`src/logic/irq_bank_pkg.sv`:
```
// constants and types for the peripheral interrupt enable bank
package irq_bank_pkg;
  // ----------------------------------------
  // register byte addresses
  // ----------------------------------------
  localparam logic [11:0] ADDR_CTRL = 12'h000;
  localparam logic [11:0] ADDR_FIRST = 12'h004;
  localparam logic [11:0] ADDR_PEN_ONE = 12'h008;
  localparam logic [11:0] ADDR_PEN_TWO = 12'h00C;
  localparam logic [11:0] ADDR_FLAGS = 12'h010;
  localparam logic [11:0] ADDR_PINSEL = 12'h014;
  localparam logic [11:0] ADDR_STAT = 12'h018;
  localparam logic [11:0] ADDR_MASK = 12'h01C;
  // ----------------------------------------
  // field positions
  // ----------------------------------------
  localparam int CTRL_GLOBAL = 7;
  localparam int CTRL_GATE = 6;
  localparam int FIRST_EXT = 0;
  localparam int ONE_OSC = 7;
  localparam int ONE_CSW = 6;
  localparam int ONE_ADC = 0;
  localparam int TWO_ZCD = 6;
  localparam int TWO_CMP2 = 1;
  localparam int TWO_CMP1 = 0;
  localparam int NUM_PINS = 8;
  localparam int STAT_VECTOR = 0;
  // ----------------------------------------
  // write masks and reset values
  // ----------------------------------------
  localparam logic [7:0] CTRL_WMASK = 8'hC0;
  localparam logic [7:0] FIRST_WMASK = 8'h01;
  localparam logic [7:0] ONE_WMASK = 8'hC1;
  localparam logic [7:0] TWO_WMASK = 8'h43;
  localparam logic [7:0] FLAG_WMASK = 8'hFF;
  localparam logic [7:0] REG_RESET = 8'h00;
  localparam logic [2:0] PINSEL_RESET = 3'h0;
  localparam logic [31:0] ZERO_WORD = 32'h0000_0000;

  // flags: [0] ext pin, [1] osc fail, [2] clock switch, [3] adc,
  // [4] zero cross, [5] comparator one, [6] comparator two
  typedef struct packed {
    logic osc_fail;
    logic clk_switch;
    logic adc;
    logic zero_cross;
    logic cmp_one;
    logic cmp_two;
  } periph_src_t;
endpackage

```
`src/logic/peripheral_irq_enable_bank.sv`:
```
// peripheral interrupt enable bank with apb register slave
//
// Chosen here: the register addresses and the APB register port.
`timescale 1ns/1ps

// Behaviour
// - peripheral enables need gate bit set
// - first-level sources bypass the peripheral gate
// - adc enable at bit 0 register one
// - external interrupt pin chosen by selector
// - comparator one enable at bit 0, two
// - vector when flag, enable, global set
module peripheral_irq_enable_bank (
  // clock and reset
  input wire logic pclk,
  input wire logic presetn,
  // apb slave
  input wire logic psel,
  input wire logic penable,
  input wire logic pwrite,
  input wire logic [11:0] paddr,
  input wire logic [31:0] pwdata,
  output logic [31:0] prdata,
  output logic pready,
  output logic pslverr,
  // sources
  input wire irq_bank_pkg::periph_src_t periph_src,
  input wire logic [irq_bank_pkg::NUM_PINS-1:0] ext_pins,
  // cpu side
  output logic vector_req,
  output logic irq
);
  import irq_bank_pkg::*;

  // ----------------------------------------
  // state
  // ----------------------------------------
  logic [7:0] ctrl_r, ctrl_nxt;
  logic [7:0] first_r, first_nxt;
  logic [7:0] pen_one_r, pen_one_nxt;
  logic [7:0] pen_two_r, pen_two_nxt;
  logic [7:0] flags_r, flags_nxt;
  logic [2:0] ext_irq_pin_select_r, pinsel_nxt;
  logic [7:0] stat_r, stat_nxt;
  logic [7:0] mask_r, mask_nxt;
  logic [NUM_PINS-1:0] pin_s1_r, pin_s2_r;
  logic ext_prev_r;
  logic [31:0] prdata_nxt;
  logic pready_nxt, pslverr_nxt, vector_nxt, irq_nxt;
  logic ext_level, ext_rise, wr_acc, rd_acc, hit, gated_periph, gated_first;
  logic [7:0] set_flags;

  // byte-wide masked write for writable fields
  function automatic logic [7:0] wr8(input logic [7:0] old, input logic [7:0] d,
                                     input logic [7:0] m);
    wr8 = (old & ~m) | (d & m);
  endfunction

  // ----------------------------------------
  // pin synchroniser
  // ----------------------------------------
  // pins arrive from outside; only the second stage is looked at
  always_ff @(posedge pclk or negedge presetn) begin
    if (!presetn) begin
      pin_s1_r <= '0;
      pin_s2_r <= '0;
      ext_prev_r <= 1'b0;
    end else begin
      pin_s1_r <= ext_pins;
      pin_s2_r <= pin_s1_r;
      ext_prev_r <= ext_level;
    end
  end

  // ----------------------------------------
  // next state
  // ----------------------------------------
  always_comb begin
    ext_level = pin_s2_r[ext_irq_pin_select_r];
    ext_rise = ext_level & ~ext_prev_r;
    wr_acc = psel & penable & pwrite & pready;
    rd_acc = psel & ~penable & ~pwrite;
    hit = (paddr == ADDR_CTRL) || (paddr == ADDR_FIRST) || (paddr == ADDR_PEN_ONE) ||
          (paddr == ADDR_PEN_TWO) || (paddr == ADDR_FLAGS) || (paddr == ADDR_PINSEL) ||
          (paddr == ADDR_STAT) || (paddr == ADDR_MASK);
    set_flags = {1'b0, periph_src.cmp_two, periph_src.cmp_one, periph_src.zero_cross,
                 periph_src.adc, periph_src.clk_switch, periph_src.osc_fail, ext_rise};
    ctrl_nxt = ctrl_r;
    first_nxt = first_r;
    pen_one_nxt = pen_one_r;
    pen_two_nxt = pen_two_r;
    flags_nxt = flags_r;
    pinsel_nxt = ext_irq_pin_select_r;
    stat_nxt = stat_r;
    mask_nxt = mask_r;
    if (wr_acc) begin
      unique case (paddr)
        ADDR_CTRL: ctrl_nxt = wr8(ctrl_r, pwdata[7:0], CTRL_WMASK);
        ADDR_FIRST: first_nxt = wr8(first_r, pwdata[7:0], FIRST_WMASK);
        ADDR_PEN_ONE: pen_one_nxt = wr8(pen_one_r, pwdata[7:0], ONE_WMASK);
        ADDR_PEN_TWO: pen_two_nxt = wr8(pen_two_r, pwdata[7:0], TWO_WMASK);
        ADDR_FLAGS: flags_nxt = flags_r & ~(pwdata[7:0] & FLAG_WMASK);
        ADDR_PINSEL: pinsel_nxt = pwdata[2:0];
        ADDR_STAT: stat_nxt = stat_r & ~pwdata[7:0];
        ADDR_MASK: mask_nxt = pwdata[7:0];
        default: ;
      endcase
    end
    // hardware set wins over a same-cycle clear
    flags_nxt = flags_nxt | set_flags;
    gated_first = first_r[FIRST_EXT] & flags_r[0];
    gated_periph = ctrl_r[CTRL_GATE] & (
      (pen_one_r[ONE_OSC] & flags_r[1]) | (pen_one_r[ONE_CSW] & flags_r[2]) |
      (pen_one_r[ONE_ADC] & flags_r[3]) | (pen_two_r[TWO_ZCD] & flags_r[4]) |
      (pen_two_r[TWO_CMP1] & flags_r[5]) | (pen_two_r[TWO_CMP2] & flags_r[6]));
    vector_nxt = ctrl_r[CTRL_GLOBAL] & (gated_first | gated_periph);
    if (vector_nxt & ~vector_req) begin
      stat_nxt[STAT_VECTOR] = 1'b1;
    end
    irq_nxt = |(stat_nxt & ~mask_nxt);
    pready_nxt = psel & ~penable;
    pslverr_nxt = psel & ~penable & ~hit;
    prdata_nxt = prdata;
    if (rd_acc) begin
      unique case (paddr)
        ADDR_CTRL: prdata_nxt = {24'h0, ctrl_r};
        ADDR_FIRST: prdata_nxt = {24'h0, first_r};
        ADDR_PEN_ONE: prdata_nxt = {24'h0, pen_one_r};
        ADDR_PEN_TWO: prdata_nxt = {24'h0, pen_two_r};
        ADDR_FLAGS: prdata_nxt = {24'h0, flags_r};
        ADDR_PINSEL: prdata_nxt = {29'h0, ext_irq_pin_select_r};
        ADDR_STAT: prdata_nxt = {24'h0, stat_r};
        ADDR_MASK: prdata_nxt = {24'h0, mask_r};
        default: prdata_nxt = ZERO_WORD;
      endcase
    end
  end

  // ----------------------------------------
  // registers
  // ----------------------------------------
  always_ff @(posedge pclk or negedge presetn) begin
    if (!presetn) begin
      ctrl_r <= REG_RESET;
      first_r <= REG_RESET;
      pen_one_r <= REG_RESET;
      pen_two_r <= REG_RESET;
      flags_r <= REG_RESET;
      ext_irq_pin_select_r <= PINSEL_RESET;
      stat_r <= REG_RESET;
      mask_r <= REG_RESET;
      prdata <= ZERO_WORD;
      pready <= 1'b0;
      pslverr <= 1'b0;
      vector_req <= 1'b0;
      irq <= 1'b0;
    end else begin
      ctrl_r <= ctrl_nxt;
      first_r <= first_nxt;
      pen_one_r <= pen_one_nxt;
      pen_two_r <= pen_two_nxt;
      flags_r <= flags_nxt;
      ext_irq_pin_select_r <= pinsel_nxt;
      stat_r <= stat_nxt;
      mask_r <= mask_nxt;
      prdata <= prdata_nxt;
      pready <= pready_nxt;
      pslverr <= pslverr_nxt;
      vector_req <= vector_nxt;
      irq <= irq_nxt;
    end
  end
endmodule

```
`config.mk`:
```
export PLATFORM = sky130hd
export DESIGN_NAME = peripheral_irq_enable_bank
export DESIGN_NICKNAME = d
export VERILOG_FILES = /design/src/logic/irq_bank_pkg.sv /design/src/logic/peripheral_irq_enable_bank.sv
export SDC_FILE = /design/constraint.sdc
export NUM_CORES = 1
export LEC_CHECK = 0
export ABC_AREA = 1
export BUFFER_PORTS_ARGS = -buffer_cell sky130_fd_sc_hd__buf_2
export CAP_MARGIN = 20
export CORE_MARGIN = 2
export CORE_UTILIZATION = 40
export DETAILED_ROUTE_END_ITERATION = 6
export PLACE_DENSITY_LB_ADDON = 0.2
export SYNTH_ARGS = -nofsm -noshare
export SYNTH_HDL_FRONTEND = slang
export SYNTH_SLANG_ARGS = --single-unit
```
`constraint.sdc`:
```
create_clock -name pclk -period 1.7 [get_ports pclk]
set_clock_uncertainty 0.1 [all_clocks]
set_input_delay 0.425 -clock pclk [delete_from_list [all_inputs] [get_ports pclk]]
set_output_delay 0.425 -clock pclk [all_outputs]
set_load 0.05 [all_outputs]
```
After elaboration in Yosys (flattened, before gate mapping)
Index checks and enable logic that the tools add are counted.
{ "op_classes": {"bitwise_logic": 38, "n_mux": 10, "n_eq_ne": 7, "magnitude_cmp": 1, "n_reduce_logical": 14} }
{ "op_table": {"columns": ["operator", "count"], "rows": [
  ["8-bit one-hot mux with 8 select lines", 1],
  ["12-bit by 5-bit equality test with 1-bit output (second input constant)", 4],
  ["8-bit two-way mux", 6],
  ["8-bit bitwise AND", 3],
  ["12-bit by 4-bit equality test with 1-bit output (second input constant)", 2],
  ["1-bit bitwise AND", 17],
  ["8-bit NOT", 2],
  ["6-bit by 8-bit bitwise OR with 8-bit output", 2],
  ["8-bit by 7-bit bitwise OR with 8-bit output", 2],
  ["12-bit by 3-bit equality test with 1-bit output (second input constant)", 1],
  ["12-bit logical NOT", 1],
  ["2-bit AND reduction", 5],
  ["8-bit by 1-bit bitwise OR with 8-bit output", 1],
  ["8-bit OR reduction", 1],
  ["1-bit logical OR", 7],
  ["1-bit bitwise OR", 6],
  ["1-bit NOT", 5],
  ["3-bit by 4-bit less-than comparator with 1-bit output (second input constant)", 1],
  ["1-bit binary-select mux with 3-bit select", 1],
  ["1-bit two-way mux", 2]
]} }
{ "word_totals": {"reg_bits": 112, "inputBits": 63} }

Longest topological paths before layout
{ "logic_depth": {"word_depth": 13, "ltp_mapped": 12} }

Worst setup path after synthesis
No wires, ideal clock.
{ "synth_path": {"path_kind": "flip-flop to flip-flop", "startpoint": "reg pready", "endpoint": "reg irq", "t_required_ns": 1.475, "arrival_time_ns": 1.571, "setup_time_ns": 0.125, "period_less_slack_ns": 1.796, "slack_ns": -0.096, "path_buffers": 0, "path_stages_with_launch": 12, "cell_sequence": "dfrtp_1 > nand2_1 > inv_1 > nand2_4 > inv_2 > nand3_4 > clkinv_4 > nand2_1 > nand3_2 > nand2_1 > nor2_1 > nand3_1"} }
{ "synth_between": {"elab_chain_cells": 5, "word_cells_on_any_way": 7, "cone_classes": "mux (3); bitwise (3); reduce/logical (1)"} }
{ "synth_lines": {"columns": ["element", "line_no", "source"], "rows": [
  ["from (decl)", "peripheral_irq_enable_bank.sv:24", "output logic pready,"],
  ["from (signal assigned)", "peripheral_irq_enable_bank.sv:167", "pready <= pready_nxt;"],
  ["1-bit bitwise AND *", "peripheral_irq_enable_bank.sv:81", "wr_acc = psel & penable & pwrite & pready;"],
  ["8-bit two-way mux", "peripheral_irq_enable_bank.sv:96", "if (wr_acc) begin"],
  ["1-bit two-way mux / 8-bit NOT (equally long branches)", "peripheral_irq_enable_bank.sv:117, peripheral_irq_enable_bank.sv:120", null],
  ["8-bit bitwise AND *", "peripheral_irq_enable_bank.sv:120", "irq_nxt = |(stat_nxt & ~mask_nxt);"],
  ["8-bit OR reduction *", "peripheral_irq_enable_bank.sv:120", null],
  ["net irq_nxt", "peripheral_irq_enable_bank.sv:49", "logic pready_nxt, pslverr_nxt, vector_nxt, irq_nxt;"],
  ["to (signal assigned)", "peripheral_irq_enable_bank.sv:170", "irq <= irq_nxt;"],
  ["to (decl)", "peripheral_irq_enable_bank.sv:31", "output logic irq"]
]} }
The timed path passes the listed nets; every way through them passes the cells marked *.
A chain may end at the register's enable or synchronous reset.

Worst setup path in the final report
Same ends and word-level chain as after synthesis.

==> impl_metrics.csv <==
group,metric,value,unit
status,status,"finished clean",
synthesis,synthCells,376,
die,die_x,93.98,um
clocking,cts_buffers,9,
synthesis,avgSynthCellArea,8.612,sq um
routing,ant_nets,0,
routing,dr.pass1.iters,4,
final_layout,final_core_util,52.64,%
placement,post-place-ws,-0.2244,ns
final_layout,multi_input_area,1338,sq um
timing,hold_violations,0,
worst_setup_path,crit_family,"simple AND/OR/NAND/NOR gates",
synthesis,yosys.area_share.simple,30.95,%
timing,period_share,94.07,%
final_layout,seq_area,1628,sq um
grt,antenna_found_initial,0,
worst_setup_path,cp-start-kind,"register",
worst_setup_path,slowest_stage,"dfrtp_2",
grt,met2_usage,28.87,%
die,ios,99,
worst_setup_path,timing_worst_setup_path_type,"reg2reg",
timing,slew_violations,0,
clocking,root_buffer,"clkbuf_8",
power,vdd_ir_drop_max,548.7,uV
synthesis,synth_edf_count,0,
routing,wl,7.426,mm
die,die-area,8831,sq um
routing,num_vias,2709,
grt,grtUsageTotal,18.41,%
worst_setup_path,end_kind,"register",
clocking,cts_buffer_depth,2,
synthesis,synth_top_family_by_area,"simple AND/OR/NAND/NOR gates",
grt,grt_pass1_wl,12.33,mm
final_layout,fillers,759,
worst_setup_path,max_stage_delay,0.40,ns
clocking,h-tree-depth,3,
die,rows,32,
worst_setup_path,r2r_slack,0.10,ns
timing,timing.final.ws_setup,0.1008,ns
grt,grt_pass1_vias,2596,
synthesis,synth_top_cell_by_area,"dfrtp_1",
synthesis,synth-compound-area-share,7.342,%
grt,busiest_layer,"met2",
final_layout,nets,538,
synthesis,seq_area_frac_synth,50.23,%
placement,placed_area,3861,sq um
synthesis,synthesis.area,3238,sq um
final_layout,syn_to_final_growth,26.28,%
grt,use_met3,3.692,%
clocking,cts_tree,"done",
placement,dp.final_hpwl,5.892,mm
synthesis,synth_cell_types,34,
timing,max_freq,625.3,MHz
final_layout,stdcell_area,4089,sq um
worst_setup_path,cp_max_fo,7,
final_layout,diodes,0,
grt,grt_use_met1,25.51,%
min_path,min_path_type,"in2reg",
synthesis,yosys_most_used_dff,"dfrtp_1",
timing,period_needed,1.599,ns
placement,place_congestion,0.8681,
synthesis,yosys.area_share.adder,0,%
timing,setup_viol_count_final,0,
timing,rsz0062_at_grt,"false",
routing,drc,0,
worst_setup_path,cp_num_buf_inv,3,
synthesis,synth.yosys.warnings,0,
worst_setup_path,crit_required,1.83,ns
synthesis,synthMuxAreaShare,0,%
synthesis,synthXorXnorAreaFrac,0,%
placement,port_buffers,50,
synthesis,synth_top_area_share,50.23,%
routing,wl_per_cell,12.76,um
die,core_area,7767,sq um
die,die_h,93.98,um
worst_setup_path,crit_arrival,1.73,ns
synthesis,ys_async_sr_fraction,100.0,%
final_layout,drive_above_1_share,31.04,%
routing,via_per_inst,4.655,
die,initial_core_util,41.69,%
flow_run,maxCapViolCount,0,
power,powerDensity,789.2,nW/um^2
clocking,cts_sinks,65,
grt,grt_max_degree,30,
power,p_leak,2.205,nW
worst_setup_path,crit_top_cell,"nand2_1",
synthesis,synth_area_leaders,"dfrtp_1 50%, nand2_1 13%, buf_4 5.6%",
grt,grt_overflow,0,
worst_setup_path,worstPathCellList,"nand2_1 > inv_1 > nand2_4 > inv_2 > nand3_4 > buf_4 > nand2_1 > nand3_2 > nand2_1 > nor2_1 > nand3_1",
synthesis,ys_ff_latch,65,
timing,final.setup.tns,0,ns
clocking,path_clk_slew,0.08,ns
clocking,insertion_delay,0.35,ns
routing,drtIter0Drc,140,
cell usage after synthesis (4+ instances only):
master,n
nand3_2,8
dfrtp_1,65
o21ai_0,24
nand2_4,4
nand4_1,4
a21o_1,5
nor3_1,4
nand2_1,112
buf_4,24
nor2_2,5
nor2_1,22
nand3_1,32
inv_2,7
inv_1,32
report_power, final:
part	internal (W)	leakage [nW]	total (W)	switching, W
clock network	0.000688	0.0925	0.00133	0.000646
logic	0.0000815	1.30	0.000318	0.000237
registers	0.00157	0.808	0.00157	0.00000569
total	0.00234	2.21	0.00323	0.000889
kinds of logic after synthesis:
group	count (synthesis)
other	1
AO/OA/AOI/OAI	40
flip-flops	65
buffers and inverters	68
AND/OR/NAND/NOR	202
registers in the layout, indices dropped and copies added (netlist names):
name / count
pready: 1
pen_two_r: 3
ctrl_r: 2
stat_r: 8
ext_prev_r: 1
vector_req: 1
flags_r: 8
prdata: 8
pin_s1_r: 8
irq: 1
ext_irq_pin_select_r: 3
pslverr: 1
pin_s2_r: 8
mask_r: 8
pen_one_r: 3
first_r: 1
worst reg2reg max path: stages (launching register included):
cell and delay [ns]:
dfrtp_2 0.40, nand2_1 0.08, inv_1 0.06, nand2_4 0.11
inv_2 0.07, nand3_4 0.14, buf_4 0.15, nand2_1 0.07
nand3_2 0.08, nand2_1 0.05, nor2_1 0.09, nand3_1 0.08
cells in the final DEF (no fill, tap or decap), drive strengths merged:
master / Yosys / layout
nand2: 117 / 117
buf: 28 / 92
dfrtp: 65 / 65
inv: 39 / 41
nand3: 41 / 41
nor2: 32 / 32
o21ai: 29 / 29
conb: 1 / 24
clkbuf: 0 / 9
nor3: 6 / 6
a21o: 5 / 5
nand4: 4 / 4
clkinvlp: 0 / 3
clkinv: 1 / 2
nand3b: 1 / 1
o22ai: 1 / 1
o221ai: 1 / 1
a21oi: 1 / 1
nor4: 1 / 1
o31ai: 1 / 1
o2111ai: 1 / 1
o211ai: 1 / 1
bufinv: 0 / 1
dlygate4sd3: 0 / 1
path summary, 6_finish.rpt:
check	from	to	cells after the start
setup / recovery	pready	irq	11
hold / removal	ext_pins[2]	pin_s1_r[2]	1
setup reg to reg	pready	irq	11
hold reg to reg	pin_s1_r[5]	pin_s2_r[5]	0
max in group asynchronous	presetn	mask_r[7]	3
min in group asynchronous	presetn	pin_s1_r[5]	2
repair_timing:
item                                   in CTS  in global routing
setup endpoints to repair                   0                  1
buffers inserted                            0                  1
hold buffers                                1                  0
endpoints found under the hold margin       9                  0
gates resized for setup                     0                  4
final cells by class:
class                   instances  share of cell area [%]
inverters                      40                   3.794
multi-input cells             266                   32.71
clock inverters                 7                   1.928
clock buffers                   9                   3.029
well taps                     102                   3.121
flip-flops and latches         65                   39.81
repair buffers                 93                   15.61
metal layers:
layer / part of all wire (%) / up-vias
met2: 46 / 88
met3: 6.7 / 8
met4: 1.1 / 0
met1: 47 / 1250
met5: 0 / -
li1: - / 1363
through the flow:
step	power [W]	hold slack, ns	instances
finish	0.003227	0.07688	582
global route	0.003368	0.05266	582
global placement	0.001919	0.2179	564
CTS	0.003275	0.05518	581
floorplan	0.001828	0.02941	399
detailed placement	0.001923	0.2194	564
No activity file was read; power rests on OpenSTA's default activity.
